<file path="src/verilog/ppsc_pkg.sv">
// package for the port pin-state control block
// assumes a single 100 MHz system clock; registers reached over a plain port
package ppsc_pkg;

   // register offsets (byte addresses on the plain register port)
   localparam logic [7:0] OFF_PORT2_DATA = 8'h00;
   localparam logic [7:0] OFF_PORT2_DIR  = 8'h04;
   localparam logic [7:0] OFF_PORT3_DATA = 8'h08;
   localparam logic [7:0] OFF_PORT3_DIR  = 8'h0c;
   localparam logic [7:0] OFF_PROC_MODE  = 8'h10;
   localparam logic [7:0] OFF_TIMER_B2SC = 8'h14;
   localparam logic [7:0] OFF_SER3_CTRL  = 8'h18;
   localparam logic [7:0] OFF_PORT7_DATA = 8'h1c;
   localparam logic [7:0] OFF_PORT7_DIR  = 8'h20;
   localparam logic [7:0] OFF_PORT8_DATA = 8'h24;
   localparam logic [7:0] OFF_PORT8_DIR  = 8'h28;
   localparam logic [7:0] OFF_PORT9_DATA = 8'h2c;
   localparam logic [7:0] OFF_PORT9_DIR  = 8'h30;
   localparam logic [7:0] OFF_STATUS     = 8'h34;

   // field positions
   localparam int POS_CUTOFF_EN   = 1;  // nmi_cutoff_enable in timer_b2_special_control
   localparam int POS_SER3_FLOAT  = 2;  // serial3_pin_float_bit in serial3_control_reg
   localparam int POS_UPPER_BUS   = 3;  // port3_upper_bus_bit in processor_mode_reg0 reg
   localparam int POS_MODE_LO     = 0;  // processor_mode_field bits 1:0

   // processor modes
   typedef enum logic [1:0] {
      PPSC_MODE_SINGLE = 2'b00,
      PPSC_MODE_MEMEXP = 2'b01,
      PPSC_MODE_RSVD   = 2'b10,
      PPSC_MODE_MICRO  = 2'b11
   } ppsc_mode_t;

   // reset values
   localparam logic [7:0] RST_PORT = 8'h00;
   localparam logic [7:0] RST_CTRL = 8'h00;

   // value returned for undefined port3 upper bits
   localparam logic [3:0] UNDEF_NIBBLE = 4'ha;

   // forced-low pulse on port3 upper pins: half a bus-clock cycle, rounded up to one whole clk_sys cycle
   localparam int BCLK_NS        = 10;
   localparam int LOW_PULSE_PS   = 5000;
   localparam int LOW_PULSE_CYC  = (LOW_PULSE_PS + BCLK_NS * 1000 - 1) / (BCLK_NS * 1000);

   // register port request
   typedef struct packed {
      logic [7:0] addr;
      logic [7:0] wdata;
      logic       wr;
      logic       rd;
   } ppsc_req_t;

   // pin pair (out, oe) for one 8-bit port
   typedef struct packed {
      logic [7:0] out;
      logic [7:0] oe;
   } ppsc_pins_t;

endpackage

</file>
<file path="src/verilog/ppsc_pulse.sv">
// one-shot low pulse timer for port3 upper pins on a mode change
// assumes trigger is a one-cycle pulse in the clk_sys domain
`timescale 1ns/1ps
module ppsc_pulse (
   input  wire logic clk_sys,
   input  wire logic nrst,
   input  wire logic trigger,
   output logic      active
);
   logic [3:0] cnt_q;
   logic [3:0] cnt_d;

   // load on trigger, count down otherwise
   assign cnt_d  = trigger ? 4'(ppsc_pkg::LOW_PULSE_CYC) :
                   (cnt_q != 4'h0) ? cnt_q - 4'h1 : 4'h0;
   assign active = (cnt_q != 4'h0);

   // counter register
   always_ff @(posedge clk_sys or negedge nrst) begin
      if (!nrst) begin
         cnt_q <= 4'h0;
      end else begin
         cnt_q <= cnt_d;
      end
   end
endmodule

</file>
<file path="src/verilog/ppsc_top.sv">
// port pin-state control: ports 2,3,7,8,9 with forced cutoff and mode effects
// assumes synchronous inputs, one clock, register strobes never both high
// Contract
// - nmi low and enable float port7 bits 5..2 and port8 bits 1..0
// - serial3 float bit floats port9 bit2
// - port3 upper bits read undefined in bus modes with the upper-bus bit set
// - mode change from single to a bus mode with upper-bus set drives port3 upper low
`timescale 1ns/1ps
module ppsc_top (
   input  wire logic         clk_sys,
   input  wire logic         nrst,
   input  wire logic [7:0]   reg_addr,
   input  wire logic [7:0]   reg_wdata,
   input  wire logic         reg_wr,
   input  wire logic         reg_rd,
   output logic [7:0]        reg_rdata,
   input  wire logic         nmi_n,
   input  wire logic [7:0]   port2_in,
   output logic [7:0]        port2_out,
   output logic [7:0]        port2_oe,
   input  wire logic [7:0]   port3_in,
   output logic [7:0]        port3_out,
   output logic [7:0]        port3_oe,
   input  wire logic [7:0]   port7_in,
   output logic [7:0]        port7_out,
   output logic [7:0]        port7_oe,
   input  wire logic [7:0]   port8_in,
   output logic [7:0]        port8_out,
   output logic [7:0]        port8_oe,
   input  wire logic [7:0]   port9_in,
   output logic [7:0]        port9_out,
   output logic [7:0]        port9_oe
);
   ppsc_pkg::ppsc_req_t req;
   assign req = '{addr: reg_addr, wdata: reg_wdata, wr: reg_wr, rd: reg_rd};

   // writable registers, indexed by byte offset
   logic [7:0] p2d_q, p2r_q, p3d_q, p3r_q, pm_q, tb_q, s3_q;
   logic [7:0] p7d_q, p7r_q, p8d_q, p8r_q, p9d_q, p9r_q;
   logic [7:0] rdata_q;

   // address decode shared by write and read paths
   function automatic logic hit(input logic [7:0] a, input logic [7:0] off);
      hit = (a == off);
   endfunction

   // control bits
   wire        cutoff_en  = tb_q[ppsc_pkg::POS_CUTOFF_EN];
   wire        ser3_float = s3_q[ppsc_pkg::POS_SER3_FLOAT];
   wire        upper_bus  = pm_q[ppsc_pkg::POS_UPPER_BUS];
   wire [1:0]  mode       = pm_q[ppsc_pkg::POS_MODE_LO +: 2];
   wire        bus_mode   = (mode == ppsc_pkg::PPSC_MODE_MEMEXP) ||
                            (mode == ppsc_pkg::PPSC_MODE_MICRO);
   wire        p3_undef   = bus_mode && upper_bus;
   wire        cutoff     = cutoff_en && !nmi_n;

   // mode-change detection: single-chip to a bus mode with upper-bus set
   wire        pm_wr      = req.wr && hit(req.addr, ppsc_pkg::OFF_PROC_MODE);
   wire [1:0]  new_mode   = req.wdata[ppsc_pkg::POS_MODE_LO +: 2];
   wire        new_bus    = (new_mode == ppsc_pkg::PPSC_MODE_MEMEXP) ||
                            (new_mode == ppsc_pkg::PPSC_MODE_MICRO);
   wire        low_trig   = pm_wr && (mode == ppsc_pkg::PPSC_MODE_SINGLE) && new_bus &&
                            (upper_bus || req.wdata[ppsc_pkg::POS_UPPER_BUS]);
   wire        low_active;

   ppsc_pulse u_pulse (
      .clk_sys (clk_sys),
      .nrst    (nrst),
      .trigger (low_trig),
      .active  (low_active)
   );

   // register writes; software is expected to use whole moves
   always_ff @(posedge clk_sys or negedge nrst) begin
      if (!nrst) begin
         p2d_q <= ppsc_pkg::RST_PORT;
         p2r_q <= ppsc_pkg::RST_PORT;
         p3d_q <= ppsc_pkg::RST_PORT;
         p3r_q <= ppsc_pkg::RST_PORT;
         pm_q  <= ppsc_pkg::RST_CTRL;
         tb_q  <= ppsc_pkg::RST_CTRL;
         s3_q  <= ppsc_pkg::RST_CTRL;
         p7d_q <= ppsc_pkg::RST_PORT;
         p7r_q <= ppsc_pkg::RST_PORT;
         p8d_q <= ppsc_pkg::RST_PORT;
         p8r_q <= ppsc_pkg::RST_PORT;
         p9d_q <= ppsc_pkg::RST_PORT;
         p9r_q <= ppsc_pkg::RST_PORT;
      end else if (req.wr) begin
         if (hit(req.addr, ppsc_pkg::OFF_PORT2_DATA)) p2d_q <= req.wdata;
         if (hit(req.addr, ppsc_pkg::OFF_PORT2_DIR))  p2r_q <= req.wdata;
         if (hit(req.addr, ppsc_pkg::OFF_PORT3_DATA)) p3d_q <= req.wdata;
         if (hit(req.addr, ppsc_pkg::OFF_PORT3_DIR))  p3r_q <= req.wdata;
         if (pm_wr)                                    pm_q  <= req.wdata;
         if (hit(req.addr, ppsc_pkg::OFF_TIMER_B2SC)) tb_q  <= req.wdata;
         if (hit(req.addr, ppsc_pkg::OFF_SER3_CTRL))  s3_q  <= req.wdata;
         if (hit(req.addr, ppsc_pkg::OFF_PORT7_DATA)) p7d_q <= req.wdata;
         if (hit(req.addr, ppsc_pkg::OFF_PORT7_DIR))  p7r_q <= req.wdata;
         if (hit(req.addr, ppsc_pkg::OFF_PORT8_DATA)) p8d_q <= req.wdata;
         if (hit(req.addr, ppsc_pkg::OFF_PORT8_DIR))  p8r_q <= req.wdata;
         if (hit(req.addr, ppsc_pkg::OFF_PORT9_DATA)) p9d_q <= req.wdata;
         if (hit(req.addr, ppsc_pkg::OFF_PORT9_DIR))  p9r_q <= req.wdata;
      end
   end

   // pin views: output pins read back the latch, input pins the pin level
   wire [7:0] p2_view = (p2r_q & p2d_q) | (~p2r_q & port2_in);
   wire [7:0] p3_view = (p3r_q & p3d_q) | (~p3r_q & port3_in);
   wire [7:0] p7_view = (p7r_q & p7d_q) | (~p7r_q & port7_in);
   wire [7:0] p8_view = (p8r_q & p8d_q) | (~p8r_q & port8_in);
   wire [7:0] p9_view = (p9r_q & p9d_q) | (~p9r_q & port9_in);
   wire [7:0] p3_rd   = p3_undef ? {ppsc_pkg::UNDEF_NIBBLE, p3_view[3:0]} : p3_view;
   wire [7:0] p3r_rd  = p3_undef ? {ppsc_pkg::UNDEF_NIBBLE, p3r_q[3:0]}   : p3r_q;
   wire [7:0] status  = {6'h00, low_active, cutoff};

   // read mux; unmapped addresses read zero
   wire [7:0] rd_mux =
      hit(req.addr, ppsc_pkg::OFF_PORT2_DATA) ? p2_view :
      hit(req.addr, ppsc_pkg::OFF_PORT2_DIR)  ? p2r_q   :
      hit(req.addr, ppsc_pkg::OFF_PORT3_DATA) ? p3_rd   :
      hit(req.addr, ppsc_pkg::OFF_PORT3_DIR)  ? p3r_rd  :
      hit(req.addr, ppsc_pkg::OFF_PROC_MODE)  ? pm_q    :
      hit(req.addr, ppsc_pkg::OFF_TIMER_B2SC) ? tb_q    :
      hit(req.addr, ppsc_pkg::OFF_SER3_CTRL)  ? s3_q    :
      hit(req.addr, ppsc_pkg::OFF_PORT7_DATA) ? p7_view :
      hit(req.addr, ppsc_pkg::OFF_PORT7_DIR)  ? p7r_q   :
      hit(req.addr, ppsc_pkg::OFF_PORT8_DATA) ? p8_view :
      hit(req.addr, ppsc_pkg::OFF_PORT8_DIR)  ? p8r_q   :
      hit(req.addr, ppsc_pkg::OFF_PORT9_DATA) ? p9_view :
      hit(req.addr, ppsc_pkg::OFF_PORT9_DIR)  ? p9r_q   :
      hit(req.addr, ppsc_pkg::OFF_STATUS)     ? status  : 8'h00;

   // read data register, valid only the cycle after the strobe
   always_ff @(posedge clk_sys or negedge nrst) begin
      if (!nrst) begin
         rdata_q <= 8'h00;
      end else begin
         rdata_q <= req.rd ? rd_mux : 8'h00;
      end
   end
   assign reg_rdata = rdata_q;

   // pin drivers
   localparam logic [7:0] P7_CUT = 8'h3c; // port7 bits 5..2
   localparam logic [7:0] P8_CUT = 8'h03; // port8 bits 1..0
   localparam logic [7:0] P9_FLT = 8'h04; // port9 bit 2
   localparam logic [7:0] P3_HI  = 8'hf0; // port3 bits 7..4

   assign port2_out = p2d_q;
   assign port2_oe  = p2r_q;
   assign port3_out = low_active ? (p3d_q & ~P3_HI) : p3d_q;
   assign port3_oe  = low_active ? (p3r_q | P3_HI)  : p3r_q;
   assign port7_out = p7d_q;
   assign port7_oe  = cutoff ? (p7r_q & ~P7_CUT) : p7r_q;
   assign port8_out = p8d_q;
   assign port8_oe  = cutoff ? (p8r_q & ~P8_CUT) : p8r_q;
   assign port9_out = p9d_q;
   assign port9_oe  = ser3_float ? (p9r_q & ~P9_FLT) : p9r_q;
endmodule
</file>
<file path="config.mk">
export PLATFORM = sky130hd
export DESIGN_NAME = ppsc_top
export DESIGN_NICKNAME = d
export VERILOG_FILES = /design/src/verilog/ppsc_pkg.sv /design/src/verilog/ppsc_pulse.sv /design/src/verilog/ppsc_top.sv
export SDC_FILE = /design/constraint.sdc
export NUM_CORES = 1
export LEC_CHECK = 0
export BUFFER_PORTS_ARGS = -buffer_cell sky130_fd_sc_hd__buf_2
export CAP_MARGIN = 5
export CORE_MARGIN = 5
export CORE_UTILIZATION = 30
export DETAILED_ROUTE_END_ITERATION = 6
export GPL_ROUTABILITY_DRIVEN = 1
export GPL_TIMING_DRIVEN = 0
export HOLD_SLACK_MARGIN = 0.12
export PLACE_DENSITY_LB_ADDON = 0.08
export SYNTH_ARGS = -nofsm -noshare
export SYNTH_HDL_FRONTEND = slang
export SYNTH_SLANG_ARGS = --single-unit
</file>
<file path="constraint.sdc">
create_clock -name clk_sys -period 2.3 [get_ports clk_sys]
set_input_delay 0 -clock clk_sys [delete_from_list [all_inputs] [get_ports clk_sys]]
set_output_delay 0 -clock clk_sys [all_outputs]
set_load 0.1 [all_outputs]
</file>
==> Implementation_results.wiki, run 1 <==
{| class="wikitable"
! Metric !! Value
|-
| Path type of the worst min-delay path || input pin to flop
|-
| Total global-route track usage || 0.1941
|-
| Most frequent cell after synthesis || sky130_fd_sc_hd__mux2_2
|-
| Number of instances in the placed design || 1009
|-
| Antenna violations before repair || 1
|-
| Number of levels in the clock H-tree || 4
|-
| Met1 routed wirelength after detailed routing || 9.839 mm
|-
| WS Path Type || input pin to flop
|-
| Iteration-0 DRC count of the detailed router || 378
|-
| Async SR Flop Fraction || 1.000
|-
| Met3 routed wirelength || 1.563 mm
|-
| Startpoint of the worst-slack reg-to-reg timing path || u_pulse.cnt_q[0]
|-
| Non-Filler Cell Area, Final || 8332 µm²
|-
| Instance count along the most critical hold path || 4
|-
| Weighted congestion reported at the end of routability-driven placement || 0.8978
|-
| Number of enable flip-flop cells after synthesis || 0
|-
| Setup repair after global routing missed its margin || false
|-
| Fraction of post-synthesis cell area in the top cell type by area || 0.4504
|-
| Worst r2r dst || reg_rdata[1]
|-
| Largest fanout on the critical path || 8
|-
| Max Root-Sink Buffers || 2
|-
| Worst setup slack after placement || -0.2869 ns
|-
| Synth-to-Final Area Change || 29.28%
|-
| Post-layout instance count excluding filler cells || 1058
|-
| Worst slew pin tran || 0.9461 ns
|-
| Via count of the routed design || 5621
|-
| Final count of pins violating max slew || 0
|-
| Floorplan Core Area || 21090 µm²
|-
| Number of optimization iterations in the first detailed-route pass || 5
|-
| Number of cell instances on the worst register-to-register path || 6
|-
| Overflow left after global routing || 0
|-
| Instance count of the mapped netlist || 592
|-
| Vias per cell || 5.313
|-
| Root Buffer Master || sky130_fd_sc_hd__clkbuf_16
|-
| Standby leakage power || 4.042 nW
|-
| Endpoint, Worst Hold || reg_rdata[4]
|-
| Final HPWL from detailed placement || 17.98 mm
|-
| Row count || 53
|-
| Worst EP arrival || 2.51 ns
|-
| N_diodes || 0
|-
| Mean instance size in the synthesized netlist || 10.89 µm²
|-
| Fraction of layout cells with a size suffix above 1 || 0.4317
|-
| Summed instance area of the synthesized netlist || 6445 µm²
|-
| Total of endpoints with negative setup slack in the final report || 0
|-
| Post-synthesis register bit count || 116
|-
| Status || complete, no violations
|-
| Post-Place Cell Area || 7528 µm²
|-
| Synth top cells by count || 118 x sky130_fd_sc_hd__mux2_2, 116 x sky130_fd_sc_hd__dfrtp_1, 35 x sky130_fd_sc_hd__nand2_1
|-
| Via count of the first global-routing pass || 5951
|-
| Largest net degree at the start of global routing || 68
|-
| Final count of hold timing violations || 0
|-
| Leading cell types by total area after synthesis || sky130_fd_sc_hd__dfrtp_1 45%, sky130_fd_sc_hd__mux2_2 21%, sky130_fd_sc_hd__mux2i_1 3.1%, sky130_fd_sc_hd__buf_4 2.9%, sky130_fd_sc_hd__o21ai_0 2.4%
|-
| Slew headroom || 0.3670
|-
| Cell type with the largest total area after synthesis || sky130_fd_sc_hd__dfrtp_1
|-
| Count of distinct cell types in the synthesized netlist || 62
|-
| Post-route minimum period || 2.212 ns
|-
| Data required time of the critical path || 2.60 ns
|-
| Number of clock buffers inserted by TritonCTS || 17
|-
| Port Buffers || 141
|-
| Power per unit of standard cell area || 809.1 nW/µm²
|-
| Clock sinks || 116
|-
| R2R Setup Slk || 0.22 ns
|-
| DR WL/cell || 22.59 µm
|-
| NumNets Final || 831
|-
| Final total power || 6.741 mW
|-
| Setup skew after layout || 0.006121 ns
|-
| Final antenna-violating net count || 0
|-
| Worst hold margin || 0.1303 ns
|-
| Critical Path Start Type || input pin
|-
| Sequential share of the synthesized area || 0.4504
|-
| Maximum clock frequency || 0.4520 GHz
|-
| Origin of the worst min-delay path || reg_addr[7]
|-
| Clock Latency Late Sink || 0.42 ns
|-
| Period Utilization, post-route || 0.9618
|-
| Die span in x || 156.6 µm
|-
| Syn_nets || 653
|-
| Met2 WL post-DR || 11.91 mm
|-
| IO Pins || 149
|-
| Die H || 156.6 µm
|-
| DRC violations left || 0
|-
| Synth warn || 0
|-
| Post-CTS setup buffer count || 0
|-
| Post-Route WL || 23.90 mm
|-
| CTS tree || yes
|-
| Initial core utilization || 0.3056
|-
| IR drop worst, VDD || 0.0005000 V
|-
| Uppermost metal layer occupied by signal nets || met5
|-
| Max-cap check violation count || 0
|-
| Fin Setup TNS || 0 ns
|-
| Most common flop cell mapped by yosys || sky130_fd_sc_hd__dfrtp_1
|-
| Wire length of the first global-routing pass || 35.58 mm
|-
| Clock-pin slew on the worst setup and hold paths || 0.06 ns
|-
| Critical Path End Type || flop
|-
| Worst-case setup margin in the final layout || 0.08782 ns
|-
| Area of the die || 24510 µm²
|-
| Final core utilization || 0.3951
|}
==> critical path, cell delays in order <==
cell and delay [ns]:
sky130_fd_sc_hd__buf_6 0.12, sky130_fd_sc_hd__dlygate4sd3_1 0.59, sky130_fd_sc_hd__nor4_2 0.71, sky130_fd_sc_hd__nand3_1 0.63
sky130_fd_sc_hd__mux2_2 0.46
==> where the power goes <==
group	total [mW]	switching (mW)	internal, mW
registers	2.28	0.119	2.16
logic	1.61	1.24	0.376
clock network	2.85	1.01	1.84
==> flip-flops by register name, indices dropped and copies added, names as in the netlist <==
signal,count
port2_oe,8
p7r_q,8
port2_out,8
pm_q,8
reg_rdata,8
port8_out,8
p8r_q,8
u_pulse.cnt_q,4
s3_q,8
port7_out,8
p3r_q,8
port9_out,8
tb_q,8
p3d_q,8
p9r_q,8
==> cells by family after synthesis <==
logic type / count (synthesis) / share of synthesized area
buffers and inverters: 70 / 0.05940
AOI/OAI and AO/OA: 125 / 0.1305
DFF: 116 / 0.4504
muxes: 139 / 0.2407
and+or+nand+nor: 140 / 0.1163
xor gates and xnor gates: 2 / 0.002718
==> area by class of cell <==
class | instances | area (µm²)
buffer | 61 | 350.3
sequential | 116 | 2903
fill | 2139 | 12760
clock buffer | 20 | 446.7
inverter | 9 | 33.78
clock inverter | 12 | 178.9
multi-input combinational | 406 | 3166
timing repair buffer | 159 | 909.6
tap | 275 | 344.1
==> metal layers <==
metal,GRT usage,vias to the layer above
met4,0.06983,2
met5,0,-
met2,0.3283,240
met1,0.2426,2822
li1,-,2515
met3,0.04535,42
==> how the worst max path moves through the flow <==
stage	end	from	slack, ns
final	p3d_q[7]	reg_addr[4]	0.09
after global routing	port2_out[2]	reg_addr[1]	0.002
after CTS	port3_out[4]	u_pulse.cnt_q[0]	0.02
after detailed placement	port2_out[0]	reg_addr[1]	-0.29
after global placement	p3d_q[7]	nrst	-0.35
after floorplan	reg_rdata[7]	port9_out[7]	0.09
==> placed cells by master, fill, tap and decap left out, types with 5 or more instances in the layout <==
cell type,synthesis,layout
sky130_fd_sc_hd__a211oi_1,6,6
sky130_fd_sc_hd__a21oi_1,30,30
sky130_fd_sc_hd__a221oi_1,5,5
sky130_fd_sc_hd__a22oi_1,5,5
sky130_fd_sc_hd__and2_1,13,13
sky130_fd_sc_hd__buf_2,9,149
sky130_fd_sc_hd__buf_4,25,25
sky130_fd_sc_hd__clkbuf_1,21,22
sky130_fd_sc_hd__clkbuf_16,0,17
sky130_fd_sc_hd__dfrtp_1,116,116
sky130_fd_sc_hd__dlygate4sd3_1,0,17
sky130_fd_sc_hd__inv_1,9,9
sky130_fd_sc_hd__mux2_2,118,118
sky130_fd_sc_hd__mux2i_1,20,20
sky130_fd_sc_hd__nand2_1,35,35
sky130_fd_sc_hd__nand2b_1,11,11
sky130_fd_sc_hd__nand3_1,15,15
sky130_fd_sc_hd__nor2_1,26,26
sky130_fd_sc_hd__nor2b_1,7,7
sky130_fd_sc_hd__nor3_1,8,8
sky130_fd_sc_hd__nor3b_1,5,5
sky130_fd_sc_hd__o211ai_1,5,5
sky130_fd_sc_hd__o21ai_0,31,31
sky130_fd_sc_hd__o22ai_1,6,6
==> repair_timing <==
action	4_1_cts	5_1_grt
hold buffers	17	0
setup endpoints to repair	4	5
gates resized for setup	1	1
hold endpoints to repair	149	0
No activity file was read; power rests on OpenSTA's default activity.
==> inputs of run 2 (changes only) <==
--- a/config.mk
+++ b/config.mk
@@ -5,6 +5,7 @@
 export SDC_FILE = /design/constraint.sdc
 export NUM_CORES = 1
 export LEC_CHECK = 0
+export ABC_AREA = 1
 export BUFFER_PORTS_ARGS = -buffer_cell sky130_fd_sc_hd__buf_2
 export CAP_MARGIN = 5
 export CORE_MARGIN = 5
==> constraint.sdc (replaced) <==
create_clock -name clk_sys -period 2.1 [get_ports clk_sys]
set_input_delay 0 -clock clk_sys [delete_from_list [all_inputs] [get_ports clk_sys]]
set_output_delay 0 -clock clk_sys [all_outputs]
set_load 0.1 [all_outputs]
==> run 2 against run 1 <==
Sequential power increased by 8%; combinational power is 3% higher; synthesized cell count up 30%; register-to-register slack got worse by 0.06 ns; area after synthesis shrank 7.1%; global-route usage shrank 0.27 points; clock power about the same; cell area fell by 4.4%; final cell count up 17%; via count up 2.7%; critical endpoint is now reg_rdata[1]; routed wire length down 10%.
==> Implementation_results.wiki, run 2 <==
{| class="wikitable"
! Metric !! Value
|-
| Status || complete, no violations
|-
| Area of the die || 22880 µm²
|-
| Clock-pin slew on the worst setup and hold paths || 0.06 ns
|-
| Setup skew after layout || 0.009871 ns
|-
| Worst path bufs/invs || 1
|-
| Via count of the first global-routing pass || 5619
|-
| Weighted congestion reported at the end of routability-driven placement || 0.7955
|-
| Number of cell instances on the worst register-to-register path || 12
|-
| Final HPWL from detailed placement || 15.62 mm
|-
| Crit-path leading delay family || simple AND/OR/NAND/NOR gates
|-
| Synth-to-Final Area Change || 33.00%
|-
| Final count of pins violating max slew || 0
|-
| Cell type with the largest total area after synthesis || sky130_fd_sc_hd__dfrtp_1
|-
| Syn_nets || 830
|-
| Largest fanout on the critical path || 8
|-
| Endpoint, Worst Hold || reg_rdata[5]
|-
| Critical Path Start Type || flop
|-
| Number of enable flip-flop cells after synthesis || 0
|-
| Largest net degree at the start of global routing || 90
|-
| Iteration-0 DRC count of the detailed router || 323
|-
| Final total power || 6.970 mW
|-
| Floorplan Core Area || 19530 µm²
|-
| Instance count along the most critical hold path || 7
|-
| Crit path cell chain || nor2_1, nand2_2, nand3_1, nand2_1, nor2_1, nand3_1, nor2_1, nand4_1, nand2_1, nand4_1, nand2_1, inv_1
|-
| Die H || 151.3 µm
|-
| Setup repair after global routing missed its margin || true
|-
| Port Buffers || 148
|-
| CP peak stage delay || 0.40 ns
|-
| Antenna violations before repair || 0
|-
| Synth warn || 0
|-
| Fraction of layout cells with a size suffix above 1 || 0.2740
|-
| Final core utilization || 0.4078
|-
| Most frequent cell after synthesis || sky130_fd_sc_hd__nand2_1
|-
| DRC violations left || 0
|-
| Wire length of the first global-routing pass || 32.70 mm
|-
| Leading cell types by total area after synthesis || sky130_fd_sc_hd__dfrtp_1 48%, sky130_fd_sc_hd__nand2_1 15%, sky130_fd_sc_hd__o21ai_1 6.9%, sky130_fd_sc_hd__inv_1 4.2%, sky130_fd_sc_hd__buf_4 3.1%
|-
| Root Buffer Master || sky130_fd_sc_hd__clkbuf_16
|-
| Die span in x || 151.3 µm
|-
| Count of distinct cell types in the synthesized netlist || 31
|-
| CTS tree || yes
|-
| Number of levels in the clock H-tree || 4
|-
| Overflow left after global routing || 0
|-
| Post-Route WL || 21.40 mm
|-
| Final count of hold timing violations || 0
|-
| Origin of the worst min-delay path || port3_in[5]
|-
| Period Utilization, post-route || 0.9237
|-
| DR WL/cell || 17.22 µm
|-
| Final antenna-violating net count || 0
|-
| Worst slew pin tran || 0.8530 ns
|-
| Initial core utilization || 0.3066
|-
| Worst hold margin || 0.1410 ns
|-
| Async SR Flop Fraction || 1.000
|-
| IO Pins || 149
|-
| Number of clock buffers inserted by TritonCTS || 17
|-
| N_diodes || 0
|-
| Summed instance area of the synthesized netlist || 5987 µm²
|-
| Most common library cell in the layout ignoring fill and taps || sky130_fd_sc_hd__nand2_1
|-
| Total of endpoints with negative setup slack in the final report || 0
|-
| Fillers || 2122
|-
| Fraction of post-synthesis cell area in the top cell type by area || 0.4848
|-
| Standby leakage power || 4.010 nW
|-
| Worst setup slack after placement || 0.04773 ns
|-
| Clock sinks || 116
|-
| Slew headroom || 0.4313
|-
| Vias per cell || 4.644
|-
| Sequential share of the synthesized area || 0.4848
|-
| Startpoint of the worst-slack reg-to-reg timing path || u_pulse.cnt_q[1]
|-
| Mean instance size in the synthesized netlist || 7.785 µm²
|-
| Via count of the routed design || 5773
|-
| Max-cap check violation count || 0
|-
| Critical Path End Type || flop
|-
| Instance count of the mapped netlist || 769
|-
| Worst EP arrival || 2.26 ns
|-
| WS Path Type || flop to flop
|-
| Data required time of the critical path || 2.42 ns
|-
| Worst r2r dst || reg_rdata[1]
|-
| Most common flop cell mapped by yosys || sky130_fd_sc_hd__dfrtp_1
|-
| NumNets Final || 1026
|-
| Post-synthesis register bit count || 116
|-
| Clock Latency Late Sink || 0.43 ns
|-
| Power per unit of standard cell area || 875.3 nW/µm²
|-
| Max Root-Sink Buffers || 2
|-
| IR drop worst, VDD || 0.0005450 V
|-
| Number of optimization iterations in the first detailed-route pass || 4
|-
| Post-route minimum period || 1.940 ns
|-
| Slowest stage cell on the critical path || sky130_fd_sc_hd__dfrtp_1
|-
| Row count || 51
|-
| Worst-case setup margin in the final layout || 0.1603 ns
|-
| R2R Setup Slk || 0.16 ns
|-
| Path type of the worst min-delay path || input pin to flop
|-
| Total global-route track usage || 0.1914
|-
| Commonest cells after routing, fill and taps aside || 237 x sky130_fd_sc_hd__nand2_1, 157 x sky130_fd_sc_hd__buf_2, 116 x sky130_fd_sc_hd__dfrtp_1
|-
| Maximum clock frequency || 0.5155 GHz
|-
| Synth top cells by count || 238 x sky130_fd_sc_hd__nand2_1, 116 x sky130_fd_sc_hd__dfrtp_1, 83 x sky130_fd_sc_hd__o21ai_1
|}
## run 2: worst max path at each step
stage                          start            to  slack (ns)  cells after the start
finish              u_pulse.cnt_q[1]  reg_rdata[1]        0.16                     12
detailed placement  u_pulse.cnt_q[1]  reg_rdata[1]        0.05                     12
global route        u_pulse.cnt_q[1]  reg_rdata[1]       -0.06                     12
CTS                 u_pulse.cnt_q[1]  reg_rdata[1]        0.03                     12
global placement                nrst  port2_out[4]       -0.69                      1
floorplan           u_pulse.cnt_q[1]  port3_out[4]        0.16                      3
## run 2: cell families (layout without fill, tap and decap cells)
kind of cell / count (synthesis) / in the layout / share of synthesized area
flip-flops: 116 / 116 / 0.4848
buffers and inverters: 131 / 340 / 0.09989
AO/OA/AOI/OAI: 159 / 159 / 0.1392
AND/OR/NAND/NOR: 355 / 355 / 0.2619
multiplexers: 8 / 8 / 0.01421
## run 2: what timing repair did
| item | 4_1_cts | 5_1_grt |
|---|---|---|
| buffers inserted | 0 | 1 |
| endpoints found under the hold margin | 158 | 1 |
| endpoints found under the setup margin | 0 | 3 |
| hold buffers | 27 | 1 |
| resized for setup | 0 | 4 |
## run 2: worst register-to-register path, delay by kind of cell (launching register included)
kind                   cells  cell delay [ns]
and+or+nand+nor           11             1.40
DFF                        1             0.40
buffers and inverters      1             0.03
## run 2: stage by stage
| step | setup TNS (ns) | area, µm² | std cells |
|---|---|---|---|
| 2_1_floorplan | 0 | 5987 | 769 |
| 3_3_place_gp | -78.02 | 7059 | 1182 |
| 3_5_place_dp | 0 | 7093 | 1183 |
| 4_1_cts | 0 | 7948 | 1242 |
| 5_1_grt | -0.05946 | 7963 | 1243 |
| 6_report | 0 | 7963 | 1243 |
## run 2: power breakdown
| group | switching, mW | total (mW) | internal (mW) | leakage (nW) |
|---|---|---|---|---|
| sequential | 0.114 | 2.47 | 2.36 | 1.60 |
| clock | 1.18 | 2.84 | 1.65 | 0.271 |
| combinational | 1.33 | 1.66 | 0.333 | 2.14 |
| total | 2.63 | 6.97 | 4.34 | 4.01 |
## run 2: cell type report
cell class,instances,area (µm²),share of cell area
Sequential cell,116,2903,0.3645
Multi-Input combinational cell,522,2494,0.3132
Timing Repair Buffer,177,1062,0.1334
Clock buffer,17,425.4,0.05343
Tap cell,265,331.6,0.04164
Inverter,81,304.0,0.03818
Buffer,50,294.0,0.03693
Clock inverter,15,148.9,0.01870
## run 2: layer usage
metal | track usage | vias up | part of all wire
met5 | 0 | - | 0
met4 | 0.05213 | 0 | 0.015
met3 | 0.03800 | 24 | 0.051
li1 | - | 2863 | -
met2 | 0.2932 | 147 | 0.45
met1 | 0.2755 | 2739 | 0.48
==> inputs of run 3 (changes only) <==
--- a/config.mk
+++ b/config.mk
@@ -8,6 +8,7 @@
 export ABC_AREA = 1
 export BUFFER_PORTS_ARGS = -buffer_cell sky130_fd_sc_hd__buf_2
 export CAP_MARGIN = 5
+export CORE_ASPECT_RATIO = 1.1
 export CORE_MARGIN = 5
 export CORE_UTILIZATION = 30
 export DETAILED_ROUTE_END_ITERATION = 6
==> run 3 against run 2 <==
Via count is essentially flat; combinational power about the same; first-iteration DRC count increased by 24%; critical path type unchanged; critical endpoint unchanged; sequential share of layout area about the same; global-route usage up 0.12 points; largest cell class unchanged.
==> Implementation_results.wiki, run 3 (same netlist as run 2, synthesis figures left out) <==
{| class="wikitable"
! Metric !! Value
|-
| Via count of the first global-routing pass || 5627
|-
| Final count of hold timing violations || 0
|-
| Post-CTS setup buffer count || 0
|-
| Number of levels in the clock H-tree || 4
|-
| Commonest cells after routing, fill and taps aside || 237 x sky130_fd_sc_hd__nand2_1, 157 x sky130_fd_sc_hd__buf_2, 116 x sky130_fd_sc_hd__dfrtp_1
|-
| Fillers || 2149
|-
| Clock share of power || 0.407
|-
| Power per unit of standard cell area || 873.1 nW/µm²
|-
| DRC violations left || 0
|-
| Largest fanout on the critical path || 8
|-
| Number of clock buffers inserted by TritonCTS || 17
|-
| Max Root-Sink Buffers || 2
|-
| Maximum clock frequency || 0.5068 GHz
|-
| Number of instances in the placed design || 1170
|-
| Post-route minimum period || 1.973 ns
|-
| Total of endpoints with negative setup slack in the final report || 0
|-
| Clock-pin slew on the worst setup and hold paths || 0.05 ns
|-
| Clock sinks || 116
|-
| Period Utilization, post-route || 0.9396
|-
| Weighted congestion reported at the end of routability-driven placement || 0.8131
|-
| Number of optimization iterations in the first detailed-route pass || 5
|-
| Total global-route track usage || 0.1926
|-
| Setup repair after global routing missed its margin || false
|-
| Most common library cell in the layout ignoring fill and taps || sky130_fd_sc_hd__nand2_1
|-
| Switch Pwr || 2.475 mW
|-
| Iteration-0 DRC count of the detailed router || 400
|-
| Standby leakage power || 4.031 nW
|-
| Clock Latency Late Sink || 0.42 ns
|-
| Row count || 54
|-
| Worst EP arrival || 2.29 ns
|-
| Setup skew after layout || 0.01207 ns
|-
| Area used by multi-input combinational logic || 2494 µm²
|-
| Initial core utilization || 0.3035
|-
| Cell internal power dissipation || 4.486 mW
|-
| DR WL/cell || 17.58 µm
|-
| Worst slew pin tran || 0.9709 ns
|-
| Fraction of layout cells with a size suffix above 1 || 0.2686
|-
| Data required time of the critical path || 2.42 ns
|-
| IO Pins || 149
|-
| Comb power frac || 0.237
|-
| Wire length of the first global-routing pass || 32.95 mm
|-
| Fraction of power spent switching nets || 0.3555
|-
| Area of the die || 22890 µm²
|-
| Floorplan Core Area || 19730 µm²
|-
| Die H || 158.2 µm
|-
| Status || complete, no violations
|-
| Overflow left after global routing || 0
|-
| Synth-to-Final Area Change || 33.17%
|-
| Worst hold margin || 0.2277 ns
|-
| NumNets Final || 1028
|-
| Largest net degree at the start of global routing || 76
|-
| Post-Route WL || 21.66 mm
|-
| Slew headroom || 0.3528
|-
| Final HPWL from detailed placement || 15.76 mm
|-
| Port Buffers || 148
|-
| Via count of the routed design || 5776
|-
| Final count of pins violating max slew || 0
|-
| Antenna violations before repair || 1
|-
| Die span in x || 144.7 µm
|-
| Max-cap check violation count || 0
|-
| Area of all sequential standard cells || 2903 µm²
|-
| Critical Path Start Type || flop
|-
| Vias per cell || 4.688
|-
| Path type of the worst min-delay path || input pin to flop
|-
| WS Path Type || flop to flop
|-
| Root Buffer Master || sky130_fd_sc_hd__clkbuf_16
|-
| Critical Path End Type || flop
|-
| CTS tree || yes
|-
| IR drop worst, VDD || 0.0005621 V
|-
| Final antenna-violating net count || 0
|-
| Sequential cell fraction of total power || 0.356
|-
| Post-layout instance count excluding filler cells || 1232
|}
[run 3: changes by cell type in the layout (fill, tap and decap cells not counted), sizes merged]
| cell | previous run | this run |
|---|---|---|
| buf | 187 | 186 |
| bufinv | 1 | 2 |
| clkbuf | 31 | 35 |
| clkinv | 6 | 5 |
| diode | 0 | 1 |
| dlygate4sd3 | 26 | 29 |
| inv | 86 | 81 |
[run 3: area by class of cell]
class | instances | share of cell area
antenna | 1 | 0.0003139
buffer | 50 | 0.03688
clock buffer | 21 | 0.05775
clock inverter | 10 | 0.01350
inverter | 81 | 0.03814
multi-input combinational | 522 | 0.3128
sequential | 116 | 0.3641
tap | 252 | 0.03955
timing repair buffer | 179 | 0.1370
[run 3: routing by layer]
metal,track usage,vias to the layer above,part of all wire
li1,-,2869,-
met1,0.2659,2759,0.47
met2,0.3107,128,0.48
met3,0.03505,20,0.037
met4,0.05375,0,0.014
met5,0,-,0
[run 3: worst max-delay path, stage by stage, from the launching register on]
cell and delay (ns):
sky130_fd_sc_hd__dfrtp_1 0.40, sky130_fd_sc_hd__nor2_2 0.16, sky130_fd_sc_hd__nand2_2 0.15, sky130_fd_sc_hd__nand3_1 0.13
sky130_fd_sc_hd__nand2_1 0.06, sky130_fd_sc_hd__nor2_1 0.10, sky130_fd_sc_hd__nand3_1 0.17, sky130_fd_sc_hd__nor2_1 0.17
sky130_fd_sc_hd__nand4_1 0.13, sky130_fd_sc_hd__nand2_1 0.13, sky130_fd_sc_hd__nand4_1 0.14, sky130_fd_sc_hd__nand2_1 0.09
sky130_fd_sc_hd__inv_1 0.04
[run 3: repair_timing]
| action | in CTS | in global routing |
|---|---|---|
| hold endpoints to repair | 162 | 0 |
| resized for setup | 2 | 1 |
| hold buffers | 30 | 0 |
| setup endpoints to repair | 2 | 1 |
[run 3: worst paths after layout]
| kind | startpoint | to | slack [ns] | cells past startpoint |
|---|---|---|---|---|
| max in group asynchronous | nrst | p3r_q[0] | 1.03 | 4 |
| worst max-delay path | u_pulse.cnt_q[1] | reg_rdata[1] | 0.13 | 12 |
| worst max register to register | u_pulse.cnt_q[1] | reg_rdata[1] | 0.13 | 12 |
| worst min-delay path | reg_addr[4] | pm_q[1] | 0.23 | 6 |
| worst min register to register | s3_q[5] | s3_q[5] | 0.48 | 2 |
| min in group asynchronous | nrst | reg_rdata[7] | 0.64 | 4 |
[run 3: through the flow]
step           worst slack [ns]  TNS (ns)  cell area, µm²  total power [mW]  utilization
2_1_floorplan            0.1618         0            5987             3.724            -
4_1_cts                 0.08468         0            7968             7.041       0.4039
3_3_place_gp            -0.6844    -78.13            7043             4.119       0.3570
6_report                 0.1268         0            7973             6.961       0.4041
5_1_grt                0.007474         0            7973             7.248       0.4041
3_5_place_dp           0.008611         0            7077             4.128       0.3587
[run 3: power groups by stage]
| stage | Clock, mW | Sequential, mW | Combinational [mW] |
|---|---|---|---|
| 6_report | 2.83 | 2.48 | 1.65 |
| 5_1_grt | 2.99 | 2.50 | 1.76 |
| 4_1_cts | 2.89 | 2.48 | 1.67 |
| 3_5_place_dp | 0 | 2.51 | 1.61 |
| 3_3_place_gp | 0 | 2.51 | 1.60 |
| 2_1_floorplan | 0 | 2.76 | 0.965 |
